$ cat src/core/timer_port_pkg.sv
package timer_port_pkg;

    // ------------------------------------------------------------
    // Register map (byte addresses)
    // ------------------------------------------------------------
    localparam logic [15:0] OFF_DATA0 = 16'hf040;
    localparam logic [15:0] OFF_DATA1 = 16'hf041;
    localparam logic [15:0] OFF_DATA2 = 16'hf042;
    localparam logic [15:0] OFF_CMD = 16'hf043;
    localparam logic [7:0] CMD_RESET = 8'h00;

    // ------------------------------------------------------------
    // Command byte fields
    // ------------------------------------------------------------
    localparam int PICK_MSB = 7;
    localparam int PICK_LSB = 6;
    localparam int ACC_MSB = 5;
    localparam int ACC_LSB = 4;
    localparam int MODE_MSB = 3;
    localparam int MODE_LSB = 1;
    localparam int FMT_BIT = 0;
    localparam int RB_COUNT_N = 5;
    localparam int RB_STATUS_N = 4;
    localparam int RB_PICK_LSB = 1;

    localparam logic [1:0] PICK_READBACK = 2'h3;
    localparam logic [1:0] ACC_LATCH = 2'h0;
    localparam logic [1:0] ACC_LO = 2'h1;
    localparam logic [1:0] ACC_HI = 2'h2;
    localparam logic [1:0] ACC_BOTH = 2'h3;

    // ------------------------------------------------------------
    // Reset values of the per-counter programming
    // ------------------------------------------------------------
    localparam logic [1:0] ACC_RESET = ACC_BOTH;
    localparam logic [2:0] MODE_RESET = 3'h0;
    localparam logic FMT_RESET = 1'b0;

    // ------------------------------------------------------------
    // State types
    // ------------------------------------------------------------
    typedef struct packed {
        logic [1:0] acc;
        logic [2:0] mode;
        logic bcd;
        logic wr_hi;
        logic rd_hi;
        logic [7:0] wr_lo;
        logic cnt_held;
        logic [15:0] cnt_hold;
        logic sts_held;
        logic [7:0] sts_hold;
        logic pending;
        logic [15:0] load_val;
        logic load_stb;
        logic ctrl_stb;
    } chan_type;

    typedef struct packed {
        chan_type [2:0] ch;
        logic [7:0] rdata;
    } state_type;

endpackage

$ cat src/core/timer_command_readback_port.sv
`timescale 1ns/1ps

module timer_command_readback_port
    import timer_port_pkg::*;
#(
    parameter int ADDR_W = 16,
    parameter int COUNT_W = 16
) (
    // Clock and reset
    input wire logic clk,
    input wire logic reset,

    // Register port
    input wire logic [ADDR_W-1:0] addr,
    input wire logic [7:0] wdata,
    input wire logic wr,
    input wire logic rd,
    output logic [7:0] rdata,

    // From the counting cores
    input wire logic [2:0][COUNT_W-1:0] live_count,
    input wire logic [2:0] counter_out,
    input wire logic [2:0] count_loaded,

    // To the counting cores
    output logic [2:0][COUNT_W-1:0] count_value,
    output logic [2:0] count_write,
    output logic [2:0] ctrl_write,
    output logic [2:0][2:0] operating_mode_field,
    output logic [2:0] count_format_bit
);

    // ------------------------------------------------------------
    // State
    // ------------------------------------------------------------
    state_type s_q;
    state_type s_d;

    // Modes 2 and 3 come in two spellings; hand the cores one
    function automatic logic [2:0] norm_mode(input logic [2:0] m);
        begin
            norm_mode = m[1] ? {1'b0, m[1:0]} : m;
        end
    endfunction

    // Status byte of one counter as it stands now
    function automatic logic [7:0] status_of(input chan_type c,
                                             input logic out_lvl);
        begin
            status_of = {out_lvl, c.pending, c.acc, c.mode, c.bcd};
        end
    endfunction

    // ------------------------------------------------------------
    // Decode of the command byte
    // ------------------------------------------------------------
    logic cmd_wr;
    logic [1:0] pick;
    logic [1:0] acc_f;
    logic [2:0] mode_f;
    logic fmt_f;
    logic rb_count_n;
    logic rb_status_n;
    logic [2:0] rb_pick;

    // Fields are split once and reused by every format
    assign cmd_wr = wr && (addr == ADDR_W'(OFF_CMD));
    assign pick = wdata[PICK_MSB:PICK_LSB];
    assign acc_f = wdata[ACC_MSB:ACC_LSB];
    assign mode_f = wdata[MODE_MSB:MODE_LSB];
    assign fmt_f = wdata[FMT_BIT];
    assign rb_count_n = wdata[RB_COUNT_N];
    assign rb_status_n = wdata[RB_STATUS_N];
    assign rb_pick = wdata[RB_PICK_LSB+2:RB_PICK_LSB];

    logic ctrl_cmd;
    logic rb_cmd;

    // Top field 11 turns the whole byte into a read-back request;
    // anything else addresses one counter by its number
    assign ctrl_cmd = cmd_wr && (pick != PICK_READBACK);
    assign rb_cmd = cmd_wr && (pick == PICK_READBACK);

    // ------------------------------------------------------------
    // Data port decode
    // ------------------------------------------------------------
    logic [2:0] data_wr;
    logic [2:0] data_rd;

    // One strobe per counter; unmapped addresses raise none of them,
    // so a stray access can never move a byte pointer, and a read of
    // the command port answers zero
    always_comb begin
        for (int i = 0; i < 3; i++) begin
            data_wr[i] = wr && (addr == ADDR_W'(OFF_DATA0 + 16'(i)));
            data_rd[i] = rd && (addr == ADDR_W'(OFF_DATA0 + 16'(i)));
        end
    end

    // ------------------------------------------------------------
    // Status bytes as they stand now
    // ------------------------------------------------------------
    logic [2:0][7:0] live_status;

    // Read-back copies this; the mode is echoed raw, not normalised,
    // and a status latched later sees the flags of its own cycle
    always_comb begin
        for (int i = 0; i < 3; i++) begin
            live_status[i] = status_of(s_q.ch[i], counter_out[i]);
        end
    end

    // ------------------------------------------------------------
    // Next state
    // ------------------------------------------------------------
    // One pass per counter, and the order inside a pass is the priority:
    // the load acknowledge from the core comes first, so a count written
    // in the same cycle leaves the pending flag set. Reads and writes
    // never share a cycle, so their branches cannot fight.
    always_comb begin
        logic [COUNT_W-1:0] src;
        logic [7:0] byte_out;
        logic done;
        s_d = s_q;
        src = '0;
        byte_out = 8'h00;
        done = 1'b0;
        // Read data stand only in the cycle after the read
        s_d.rdata = 8'h00;

        for (int i = 0; i < 3; i++) begin
            // Strobes to the cores last one cycle
            s_d.ch[i].load_stb = 1'b0;
            s_d.ch[i].ctrl_stb = 1'b0;
            // Core took the count; a write later in this pass wins
            if (count_loaded[i]) begin
                s_d.ch[i].pending = 1'b0;
            end

            // Command port: counter-addressed formats
            if (ctrl_cmd && pick == 2'(i)) begin
                if (acc_f == ACC_LATCH) begin
                    // Only the first latch command counts
                    if (!s_q.ch[i].cnt_held) begin
                        // The core keeps counting; only this copy freezes
                        s_d.ch[i].cnt_held = 1'b1;
                        s_d.ch[i].cnt_hold = 16'(live_count[i]);
                    end
                end else begin
                    // Control word: reprogram, drop latches, reset order.
                    // Software that lost track of a half-done read can
                    // recover by programming the counter again.
                    s_d.ch[i].acc = acc_f;
                    s_d.ch[i].mode = mode_f;
                    s_d.ch[i].bcd = fmt_f;
                    s_d.ch[i].wr_hi = 1'b0;
                    s_d.ch[i].rd_hi = 1'b0;
                    s_d.ch[i].cnt_held = 1'b0;
                    s_d.ch[i].sts_held = 1'b0;
                    s_d.ch[i].ctrl_stb = 1'b1;
                end
            end

            // Command port: read-back format
            if (rb_cmd && rb_pick[i]) begin
                // Count and status are kept apart, so one may land while
                // the other is already held and stays as it was
                if (!rb_count_n && !s_q.ch[i].cnt_held) begin
                    s_d.ch[i].cnt_held = 1'b1;
                    s_d.ch[i].cnt_hold = 16'(live_count[i]);
                end
                if (!rb_status_n && !s_q.ch[i].sts_held) begin
                    s_d.ch[i].sts_held = 1'b1;
                    s_d.ch[i].sts_hold = live_status[i];
                end
            end

            // Data port write: mode is left as programmed
            if (data_wr[i]) begin
                case (s_q.ch[i].acc)
                    ACC_LO: begin
                        s_d.ch[i].load_val = {8'h00, wdata};
                        s_d.ch[i].load_stb = 1'b1;
                        s_d.ch[i].pending = 1'b1;
                    end
                    ACC_HI: begin
                        s_d.ch[i].load_val = {wdata, 8'h00};
                        s_d.ch[i].load_stb = 1'b1;
                        s_d.ch[i].pending = 1'b1;
                    end
                    ACC_BOTH: begin
                        // Write order runs apart from read order
                        if (s_q.ch[i].wr_hi) begin
                            s_d.ch[i].load_val = {wdata,
                                                  s_q.ch[i].wr_lo};
                            s_d.ch[i].load_stb = 1'b1;
                            s_d.ch[i].pending = 1'b1;
                        end else begin
                            s_d.ch[i].wr_lo = wdata;
                        end
                        s_d.ch[i].wr_hi = !s_q.ch[i].wr_hi;
                    end
                    default: begin
                        s_d.ch[i].wr_hi = 1'b0;
                    end
                endcase
            end

            // Data port read: status, then latched count, then live
            if (data_rd[i]) begin
                if (s_q.ch[i].sts_held) begin
                    s_d.rdata = s_q.ch[i].sts_hold;
                    s_d.ch[i].sts_held = 1'b0;
                end else begin
                    // Live count is only stable with the gate low; the
                    // block cannot tell, so an unlatched read is only as
                    // good as the software that stopped the counter
                    src = s_q.ch[i].cnt_held ? COUNT_W'(s_q.ch[i].cnt_hold)
                                             : live_count[i];
                    case (s_q.ch[i].acc)
                        ACC_LO: begin
                            byte_out = src[7:0];
                            done = 1'b1;
                        end
                        ACC_HI: begin
                            byte_out = src[15:8];
                            done = 1'b1;
                        end
                        ACC_BOTH: begin
                            byte_out = s_q.ch[i].rd_hi ? src[15:8]
                                                       : src[7:0];
                            done = s_q.ch[i].rd_hi;
                            s_d.ch[i].rd_hi = !s_q.ch[i].rd_hi;
                        end
                        default: begin
                            byte_out = 8'h00;
                            done = 1'b0;
                        end
                    endcase
                    s_d.rdata = byte_out;
                    // Release the latch once all bytes are out
                    if (done) begin
                        s_d.ch[i].cnt_held = 1'b0;
                    end
                end
            end
        end
    end

    // ------------------------------------------------------------
    // Registers
    // ------------------------------------------------------------
    // Async reset; only the access field comes out non-zero, so a
    // counter reads back as lo-then-hi, mode 0, binary, while the
    // strobes and the read data come out low
    always_ff @(posedge clk or posedge reset) begin
        if (reset) begin
            s_q <= '0;
            for (int i = 0; i < 3; i++) begin
                s_q.ch[i].acc <= ACC_RESET;
                s_q.ch[i].mode <= MODE_RESET;
                s_q.ch[i].bcd <= FMT_RESET;
            end
        end else begin
            s_q <= s_d;
        end
    end

    // ------------------------------------------------------------
    // Outputs
    // ------------------------------------------------------------
    // Read data come straight from flip-flops
    assign rdata = s_q.rdata;

    // Core-facing outputs; the mode is normalised here, not in the state
    always_comb begin
        for (int i = 0; i < 3; i++) begin
            count_value[i] = COUNT_W'(s_q.ch[i].load_val);
            count_write[i] = s_q.ch[i].load_stb;
            ctrl_write[i] = s_q.ch[i].ctrl_stb;
            operating_mode_field[i] = norm_mode(s_q.ch[i].mode);
            count_format_bit[i] = s_q.ch[i].bcd;
        end
    end

endmodule

$ cat config.mk
export PLATFORM = sky130hd
export DESIGN_NAME = timer_command_readback_port
export DESIGN_NICKNAME = d
export VERILOG_FILES = /design/src/core/timer_port_pkg.sv /design/src/core/timer_command_readback_port.sv
export SDC_FILE = /design/constraint.sdc
export NUM_CORES = 1
export LEC_CHECK = 0
export ABC_AREA = 1
export BUFFER_PORTS_ARGS = -buffer_cell sky130_fd_sc_hd__buf_2
export CAP_MARGIN = 20
export CORE_UTILIZATION = 30
export CTS_CLUSTER_DIAMETER = 60
export DETAILED_ROUTE_END_ITERATION = 8
export HOLD_SLACK_MARGIN = 0.08
export RECOVER_POWER = 25
export SLEW_MARGIN = 5
export SYNTH_ARGS = -nofsm -noshare
export SYNTH_HDL_FRONTEND = slang
export SYNTH_SLANG_ARGS = --single-unit
$ cat constraint.sdc
create_clock -name clk -period 7.31 [get_ports clk]
set_input_delay 1.462 -clock clk [delete_from_list [all_inputs] [get_ports clk]]
set_output_delay 1.462 -clock clk [all_outputs]
set_load 0.01 [all_outputs]
# Word level (Yosys, flattened, before mapping)
# Cells that the tools add are included.
totals:
  inputBits: 82
  output_inout_bits: 74
  regBits: 191
  elab_cells: 225
op_classes:
  mux: 103
  bitwise_logic: 4
  n_reduce_logical: 55
  eq_ne: 20
op_table:
  columns: ["operator", "n"]
  rows:
  - ["$mux W18", 9]
  - ["$pmux W18 S3", 3]
  - ["$mux W16", 9]
  - ["$mux W26", 3]
  - ["$mux W8", 9]
  - ["$pmux W8 S3", 3]
  - ["$eq A16 B16 Y1 const B", 4]
  - ["$mux W17", 3]
  - ["$mux W1", 46]
  - ["$mux W9", 3]
  - ["$logic_and A1 B1 Y1", 21]
  - ["$reduce_and A3 Y1", 6]
  - ["$eq A2 B2 Y1 const B", 8]
  - ["$logic_not A1 Y1", 14]
  - ["$mux W2", 6]
  - ["$pmux W1 S2", 6]
  - ["$reduce_and A2 Y1", 6]
  - ["$mux W3", 3]
  - ["$reduce_bool A3 Y1", 3]
  - ["$eq A2 B1 Y1 const B", 4]
  - ["$ne A2 B2 Y1 const B", 4]
  - ["$reduce_or A2 Y1", 3]
  - ["$logic_not A2 Y1", 2]
  - ["$not A1 Y1", 4]

# Longest topological paths before layout
# Gate-level depths: netlist of run 1.
logic_depth:
  depth_word: 10
  depth_mapped: 12

# Least setup slack after synthesis of run 1
# OpenSTA, ideal clock, no wires.
synth_path:
  path_kind: "input to register"
  startpoint: "input port addr[8]"
  endpoint: "register s_q[42] (netlist bit)"
  path_stages: 11
  path_slack_ps: 4529
  arrival_time_ps: 2663
  path_buffers: 1
  path_cell_list: "inv_1 nand2_1 nor2_2 nand3_2 nor2_8 nand2_8 nor2_8 nand2_2 buf_6 nand3_1 nand2_1"
synth_lines:
  columns: ["element", "line_no", "rtl"]
  rows:
  - ["start: declaration", "timer_command_readback_port.sv:14", "input wire logic [ADDR_W-1:0] addr,"]
  - ["end: declaration", "timer_command_readback_port.sv:36", "state_type s_q;"]

# Final worst setup path of run 1
layout_path:
  startpoint: "input port addr[8]"
  endpoint: "register s_q (netlist bit count_value[2])"
layout_via:
  elab_chain_cells: 3
layout_lines:
  columns: ["element", "line_no", "rtl"]
  rows:
  - ["$eq A16 B16 Y1", "timer_command_readback_port.sv:95", "data_wr[i] = wr && (addr == ADDR_W'(OFF_DATA0 + 16'(i)));"]
  - ["$logic_and A1 B1 Y1", "timer_command_readback_port.sv:95", null]
  - ["$reduce_and A3 Y1 (no source line)", null, null]
# No other way between the ends.
# A chain may end at the register's enable or synchronous reset.

==> results.py, run 1 <==
metrics = {
    "run_status": {
        "status": "finished, final reports clean",
    },
    "sta": {
        "layout_setup_ws_ps": 4170,
        "final.setup.tns_ps": 0,
        "min_period_ps": 3140,
        "worst_pin_slew_ps": 983,
        "fmax_mhz": 319,
        "finalHoldViolCount": 0,
        "fin_hold_ws_ps": 475,
        "finalClockSkew_ps": 14.4,
        "setup_viol": 0,
        "slew_headroom": 0.343,
        "drv_slew": 0,
        "finalCritPeriodShare": 0.429,
        "rsz0062_at_grt": "false",
    },
    "final_layout": {
        "multi_input_area_sq_mm": 0.00468,
        "drive_above_1_share": 0.146,
        "fin_nets": 1646,
        "area_growth_pct": 10.7,
        "fin_util": 0.338,
        "layout_commonest_cell": "nand2_1",
        "fillers": 3805,
        "layout_common_cells": "nand2_1 (571), dfrtp_1 (185), buf_2 (154), o21ai_0 (148), inv_1 (143)",
        "register_area_sq_mm": 0.00479,
    },
    "yosys": {
        "synth_top_area_frac": 0.426,
        "synth.yosys.warnings": 0,
        "synth_area_per_cell_sq_um": 7.24,
        "syn-instance-count": 1500,
        "synthDistinctLibCells": 34,
        "synth_seq_cells": 191,
        "synth_nets": 1595,
        "async_flop_share": 1.00,
        "synth_area_leader_cell": "dfrtp_1",
        "ys.flop_type": "dfrtp_1",
        "ys_seq_area_frac": 0.441,
        "synth_area_sq_mm": 0.0109,
        "synth-edff-count": 0,
        "ys_top_cells_by_area": "dfrtp_1 (43%), nand2_1 (20%), o21ai_0 (6.8%), nand3_1 (5.5%), buf_4 (5.2%)",
    },
    "critical_path": {
        "path_delay_family": "simple AND/OR/NAND/NOR gates",
        "cp_num_buf_inv": 2,
        "crit_path_start_kind": "input port",
        "cp_cell_sequence": "buf_2 > inv_1 > nand2_1 > nor2_2 > nand2_1 > nor3_1 > nand3_1 > o21ai_0",
        "critPathMostFrequentCell": "nand2_1",
        "worstPathArrival_ps": 3460,
        "crit_path_top_delay_cell": "nand3_1",
        "required_ps": 7630,
        "cp_max_fo": 32,
        "cpPeakStageDelay_ps": 730,
        "critical_path_class": "in2reg",
        "crit_path_end_kind": "flop",
    },
    "floorplanning": {
        "die_w_um": 192,
        "row_count": 69,
        "ios": 156,
        "core_sq_mm": 0.0356,
        "floorplan.initialDensity": 0.305,
        "dieHeight_um": 192,
        "die_area_sq_mm": 0.0370,
    },
    "power": {
        "power_leakage_nw": 6.30,
        "p_per_area_mw_per_mm2": 176,
        "fin_total_pwr_mw": 2.12,
        "ir_drop_v": 0.000110,
    },
    "clocking": {
        "cts_tree": "done",
        "clk_pin_slew_ps": 70,
        "clockBufferDepth": 2,
        "cts.sinks": 191,
        "ctsResizeCount": 0,
        "post_cts_buffers": 0,
        "h-tree-depth": 4,
        "root_buffer": "clkbuf_16",
        "hold_buffers": 0,
        "insertion_delay_ps": 450,
        "cts_buffers": 17,
    },
    "place": {
        "gp_congestion": 0.863,
        "post-place-ws_ps": 3750,
        "port_buffers": 155,
        "hpwl_um": 23000,
    },
    "drt": {
        "drt_wl_total_um": 32000,
        "drc": 0,
        "wl_per_cell_um": 15.8,
        "viasPerCell": 4.74,
        "num_vias": 9604,
        "drt_iter0_drc": 721,
        "postRouteAntennaNets": 0,
        "firstDrtPassIters": 5,
    },
    "worst_hold_path": {
        "hp-class": "reg2reg",
    },
    "grt": {
        "grt_pass1_vias": 8990,
        "overflow": 0,
        "grt_pass1_wl_um": 49900,
        "grt.total_usage": 0.176,
        "grt_start_max_net_pins": 122,
        "antenna_found_initial": 3,
    },
    "job": {
        "max_cap_viol_count": 0,
    },
}
cells by family after synthesis:
| group | share of synthesized area |
|---|---|
| AOI/OAI and AO/OA | 0.0986 |
| DFF | 0.441 |
| buffers and inverters | 0.129 |
| adders and majority gates | 0.0150 |
| and+or+nand+nor | 0.317 |
cell usage after synthesis, types with 5 or more instances:
cell type  instances
inv_2              5
inv_1            144
nor2_1            75
o21ai_0          148
clkinv_1           8
dfrtp_1          185
nand3_1          119
nand2_1          571
dfstp_2            6
o22ai_1           16
buf_4             75
a21boi_0           6
a31oi_1            6
ha_1              13
nand2_2            6
buf_2              6
o21ai_1            6
clkbuf_1          37
buf_6              7
a21oi_1           15
nor3_1            15
power by group:
part | internal [mW] | switching, mW
sequential | 1.06 | 0.0000679
combinational | 0.0277 | 0.0811
clock | 0.494 | 0.462
total | 1.58 | 0.543
path summary, 6_finish.rpt:
check,startpoint,end,slack [ps],depth (start not counted)
worst min-delay path,s_q[149],s_q[149],480,2
max in group asynchronous,reset,s_q[162],4620,3
worst max-delay path,addr[8],count_value[2],4170,8
worst max register to register,s_q[52],rdata[5],4810,9
min in group asynchronous,reset,count_value[0],1210,2
worst min register to register,s_q[149],s_q[149],480,2
cell type report:
type                    instances  share of cell area
clock buffers                  19              0.0368
clock inverters                13              0.0127
flip-flops and latches        191               0.398
well taps                     461              0.0480
diodes                          3            0.000624
repair buffers                157              0.0656
inverters                     157              0.0496
multi-input cells            1027               0.389
routing by layer:
metal | track usage | wire length (um)
met1 | 0.243 | 14600
met2 | 0.280 | 15200
met3 | 0.0302 | 1600
met4 | 0.0521 | 594
met5 | 0 | 12
metrics by stage:
| stage | std cells | cell area (sq um) |
|---|---|---|
| after detailed placement | 1993 | 11400 |
| after floorplan | 1500 | 10900 |
| after global placement | 1993 | 11400 |
| after CTS | 2025 | 12000 |
| after global routing | 2027 | 12000 |
| final | 2028 | 12000 |
flip-flops by register name, summed over array words and instances (netlist names):
signal / flops
s_q: 108
count_write: 3
live_status: 18
ctrl_write: 3
count_value: 48
rdata: 8
count_format_bit: 3
worst register-to-register path: stages (launching register included):
cell	delay [ps]
dfrtp_1	850
inv_1	460
nand2_1	150
nand2_1	80
nand2_1	60
nand2_1	60
a21boi_0	260
nor2_1	120
nor2_1	210
a21oi_1	110
Note: power is estimated with default switching activity, not from simulation.
==> inputs of run 2 (changes only) <==
Clock period 7.31 ns to 2.7 ns, I/O delays scaled along.
==> results.py, run 2 (synthesized netlist as in run 1, its figures left out) <==
metrics = {
    "sta": {
        "finalHoldViolCount": 0,
        "setup_viol": 0,
        "slew_headroom": 0.321,
        "fmax_mhz": 436,
        "finalCritPeriodShare": 0.850,
        "fin_hold_ws_ps": 267,
        "final.setup.tns_ps": 0,
        "min_period_ps": 2290,
        "worst_pin_slew_ps": 1020,
        "rsz0062_at_grt": "false",
        "finalClockSkew_ps": 17.7,
        "drv_slew": 0,
    },
    "clocking": {
        "clk_pin_slew_ps": 80,
        "hold_buffers": 0,
        "h-tree-depth": 4,
        "cts_tree": "done",
        "cts_buffers": 17,
        "root_buffer": "clkbuf_16",
        "cts.sinks": 191,
        "post_cts_buffers": 0,
        "clockBufferDepth": 2,
        "ctsResizeCount": 0,
        "insertion_delay_ps": 450,
    },
    "grt": {
        "grt_pass1_vias": 9212,
        "grt.total_usage": 0.177,
        "grt_start_max_net_pins": 72,
        "overflow": 0,
        "antenna_found_initial": 2,
        "grt_pass1_wl_um": 50300,
    },
    "final_layout": {
        "top_register": "s_q",
        "drive_above_1_share": 0.160,
        "diodes": 0,
        "area_growth_pct": 12.1,
        "layout_commonest_cell": "nand2_1",
        "layout_common_cells": "nand2_1 (571), dfrtp_1 (185), buf_2 (155), o21ai_0 (148), inv_1 (143)",
        "largest_reg_flops": 108,
        "fin_nets": 1669,
    },
    "drt": {
        "viasPerCell": 4.66,
        "wl_per_cell_um": 15.8,
        "firstDrtPassIters": 5,
        "drt_wl_total_um": 32300,
        "drc": 0,
        "postRouteAntennaNets": 0,
        "drt_iter0_drc": 641,
        "num_vias": 9541,
    },
    "job": {
        "max_cap_viol_count": 0,
    },
    "place": {
        "hpwl_um": 23500,
        "gp_congestion": 0.869,
        "port_buffers": 155,
    },
    "floorplanning": {
        "row_count": 69,
        "die_w_um": 192,
        "core_sq_mm": 0.0356,
        "floorplan.initialDensity": 0.305,
        "ios": 156,
        "dieHeight_um": 192,
        "die_area_sq_mm": 0.0370,
    },
    "critical_path": {
        "crit_path_start_kind": "flop",
        "critical_path_class": "reg2reg",
        "required_ps": 3030,
        "cp_max_fo": 9,
        "crit_path_end_kind": "flop",
        "worstPathArrival_ps": 2620,
    },
    "run_status": {
        "status": "finished, final reports clean",
    },
    "power": {
        "p_per_area_mw_per_mm2": 471,
        "ir_drop_v": 0.000383,
        "power_leakage_nw": 6.41,
    },
    "worst_hold_path": {
        "hp-class": "in2async",
    },
}
==> run 2: worst paths after layout <==
| check | startpoint | cells past startpoint | to | slack [ps] |
|---|---|---|---|---|
| max | live_status[5] | 10 | rdata[3] | 410 |
| min | reset | 2 | s_q[61] | 270 |
| max reg2reg | live_status[5] | 10 | rdata[3] | 410 |
| min reg2reg | count_value[13] | 2 | count_value[13] | 480 |
| max in group asynchronous | reset | 3 | s_q[111] | 860 |
| min in group clk | live_count[36] | 3 | s_q[162] | 320 |
==> run 2: power breakdown <==
| group | switching, mW | total (mW) | internal (mW) | leakage, nW |
|---|---|---|---|---|
| registers | 0.000160 | 2.86 | 2.86 | 2.38 |
| clock network | 1.24 | 2.57 | 1.33 | 0.284 |
| logic | 0.220 | 0.299 | 0.0792 | 3.74 |
| total | 1.46 | 5.73 | 4.27 | 6.41 |
==> run 2: cell type report <==
class / count / area, sq um
Fill cell: 3768 / 23400
Sequential cell: 191 / 4790
Multi-Input combinational cell: 1027 / 4680
Timing Repair Buffer: 180 / 963
Inverter: 157 / 591
Tap cell: 461 / 577
Clock buffer: 18 / 439
Clock inverter: 14 / 145
==> run 2: worst max-delay path, cell delays in order (launching register included) <==
cell and delay [ps]:
dfstp_2 570, inv_1 110, ha_1 210, clkinv_1 160, nand2_1 240, nand2_1 160, nand2_1 70, a21boi_0 370
nor2_1 110, nor2_1 120, a21oi_1 70
==> run 2: metrics by stage <==
| step | utilization | setup slack [ps] | instance area [sq um] | cells | power (mW) |
|---|---|---|---|---|---|
| after global routing | 0.342 | 220 | 12200 | 2048 | 5.92 |
| after floorplan | - | -298 | 10900 | 1500 | 3.06 |
| after global placement | 0.327 | 388 | 11600 | 2016 | 3.23 |
| final | 0.342 | 405 | 12200 | 2048 | 5.73 |
| after CTS | 0.343 | 417 | 12200 | 2048 | 5.80 |
| after detailed placement | 0.327 | 350 | 11600 | 2016 | 3.23 |
==> run 2: layer usage <==
layer | global-route usage | vias up | part of all wire
met5 | 0 | - | 0.00068
met4 | 0.0557 | 4 | 0.022
met3 | 0.0387 | 39 | 0.056
met2 | 0.290 | 215 | 0.47
met1 | 0.232 | 4503 | 0.45
li1 | - | 4780 | -
==> inputs of run 3 (changes only) <==
Clock period 2.7 ns to 2.2 ns, I/O delays scaled along.
==> results.py, run 3 (synthesized netlist as in run 1, its figures left out) <==
metrics = {
    "run_status": {
        "status": "finished with violations",
        "violations": "max-capacitance violations, max-slew violations",
    },
    "power": {
        "clockPowerShare": 0.455,
        "internal_power_mw": 5.32,
        "p_sw_mw": 1.80,
        "switching_share": 0.253,
        "fin_total_pwr_mw": 7.13,
        "p_seq_frac": 0.492,
        "power_leakage_nw": 6.55,
        "p_per_area_mw_per_mm2": 574,
        "power_frac_comb": 0.052,
        "ir_drop_v": 0.000411,
    },
    "critical_path": {
        "required_ps": 2590,
        "cp_max_fo": 6,
        "critPathMostFrequentCell": "nand2_1",
        "crit_path_start_kind": "flop",
        "path_delay_family": "simple AND/OR/NAND/NOR gates",
        "critical_path_class": "reg2reg",
        "cpPeakStageDelay_ps": 570,
        "worstPathArrival_ps": 2460,
        "crit_path_end_kind": "flop",
        "reg2reg_setup_slack_ps": 120,
        "crit_path_top_delay_cell": "dfstp_2",
        "cp_cell_sequence": "ha_1 > nand2_1 > nand2_1 > inv_1 > o21ai_0 > nand2_1 > nand2_1 > nand2_1 > nand3_1 > nand2_1 > inv_1",
        "cp_num_buf_inv": 2,
    },
    "floorplanning": {
        "floorplan.initialDensity": 0.305,
        "die_w_um": 192,
        "die_area_sq_mm": 0.0370,
        "core_sq_mm": 0.0356,
        "ios": 156,
        "dieHeight_um": 192,
        "row_count": 69,
    },
    "clocking": {
        "insertion_delay_ps": 450,
        "clockBufferDepth": 2,
        "cts.sinks": 191,
        "h-tree-depth": 4,
        "root_buffer": "clkbuf_16",
        "cts_tree": "done",
        "clk_pin_slew_ps": 70,
        "cts_buffers": 17,
    },
    "place": {
        "post_dp_cell_area_sq_mm": 0.0119,
        "hpwl_um": 23900,
        "port_buffers": 155,
        "gp_congestion": 0.868,
        "dp.cells": 2042,
    },
    "grt": {
        "antenna_found_initial": 6,
        "grt_pass1_vias": 9279,
        "grt_pass1_wl_um": 50600,
        "grt_start_max_net_pins": 72,
        "overflow": 0,
        "grt.total_usage": 0.179,
    },
    "final_layout": {
        "layout_common_cells": "nand2_1 (570), dfrtp_1 (185), buf_2 (156), o21ai_0 (148), inv_1 (143)",
        "top_register": "s_q",
        "largest_reg_flops": 108,
        "layout_commonest_cell": "nand2_1",
        "fin_cells": 2077,
        "fillers": 3833,
        "fin_nets": 1695,
        "stdcell_area_sq_mm": 0.0124,
        "area_growth_pct": 14.4,
        "drive_above_1_share": 0.174,
    },
    "drt": {
        "firstDrtPassIters": 6,
        "drc": 0,
        "drt_iter0_drc": 707,
        "viasPerCell": 4.73,
        "wl_per_cell_um": 15.7,
        "drt_wl_total_um": 32700,
        "postRouteAntennaNets": 0,
        "num_vias": 9825,
    },
    "sta": {
        "setup_viol": 0,
        "finalClockSkew_ps": 11.1,
        "rsz0062_at_grt": "false",
        "worst_pin_slew_ps": 1740,
        "min_period_ps": 2080,
        "fmax_mhz": 482,
        "slew_headroom": -0.158,
        "fin_hold_ws_ps": 205,
        "finalCritPeriodShare": 0.944,
        "final.setup.tns_ps": 0,
        "finalHoldViolCount": 0,
        "drv_slew": 140,
    },
    "job": {
        "max_cap_viol_count": 2,
    },
    "worst_hold_path": {
        "hp-class": "in2reg",
    },
}
run 3: cell types whose count changed in the layout (fill, tap and decap cells not counted), sizes merged:
| cell | change |
|---|---|
| diode | +3 |
| clkbuf | -1 |
| buf | +26 |
| bufinv | +1 |
run 3: path summary, 6_finish.rpt:
check / to / start / cells past startpoint
max: rdata[4] / live_status[5] / 11
min: s_q[162] / live_count[36] / 3
max reg2reg: rdata[4] / live_status[5] / 11
min reg2reg: s_q[149] / s_q[149] / 2
max in group asynchronous: s_q[168] / reset / 3
min in group asynchronous: count_value[14] / reset / 3
run 3: through the flow:
stage | setup WS [ps] | util
floorplan | -698 | -
global placement | 72.4 | 0.334
detailed placement | -27.6 | 0.334
CTS | 80.2 | 0.350
global route | 1.52 | 0.349
finish | 124 | 0.349
run 3: worst register-to-register path, stage by stage (launching register included):
cell	delay (ps)
dfstp_2	570
ha_1	230
nand2_1	80
nand2_1	220
inv_1	100
o21ai_0	360
nand2_1	90
nand2_1	70
nand2_1	70
nand3_1	100
nand2_1	80
inv_1	50
run 3: timing repair:
action,in CTS,in global routing
gates resized for setup,0,3
setup endpoints to repair,0,3
hold buffers,0,0
setup buffers,0,0
run 3: area by class of cell:
type	instances	area (sq um)	area share
Tap cell	461	577	0.0464
Clock inverter	15	169	0.0136
Sequential cell	191	4790	0.385
Antenna cell	3	7.51	0.000604
Timing Repair Buffer	206	1190	0.0957
Clock buffer	17	425	0.0342
Inverter	157	591	0.0475
Multi-Input combinational cell	1027	4680	0.377
run 3: layer usage:
metal / global-route usage / wire [um]
met5: 0 / 18
met3: 0.0331 / 1800
met2: 0.295 / 16100
met1: 0.237 / 14300
met4: 0.0524 / 452
run 3: power groups by stage:
| stage | sequential (mW) | clock, mW | combinational (mW) |
|---|---|---|---|
| 2_1_floorplan | 3.58 | 0 | 0.174 |
| 3_3_place_gp | 3.58 | 0 | 0.388 |
| 3_5_place_dp | 3.58 | 0 | 0.391 |
| 4_1_cts | 3.51 | 3.32 | 0.392 |
| 5_1_grt | 3.51 | 3.46 | 0.416 |
| 6_report | 3.51 | 3.25 | 0.373 |
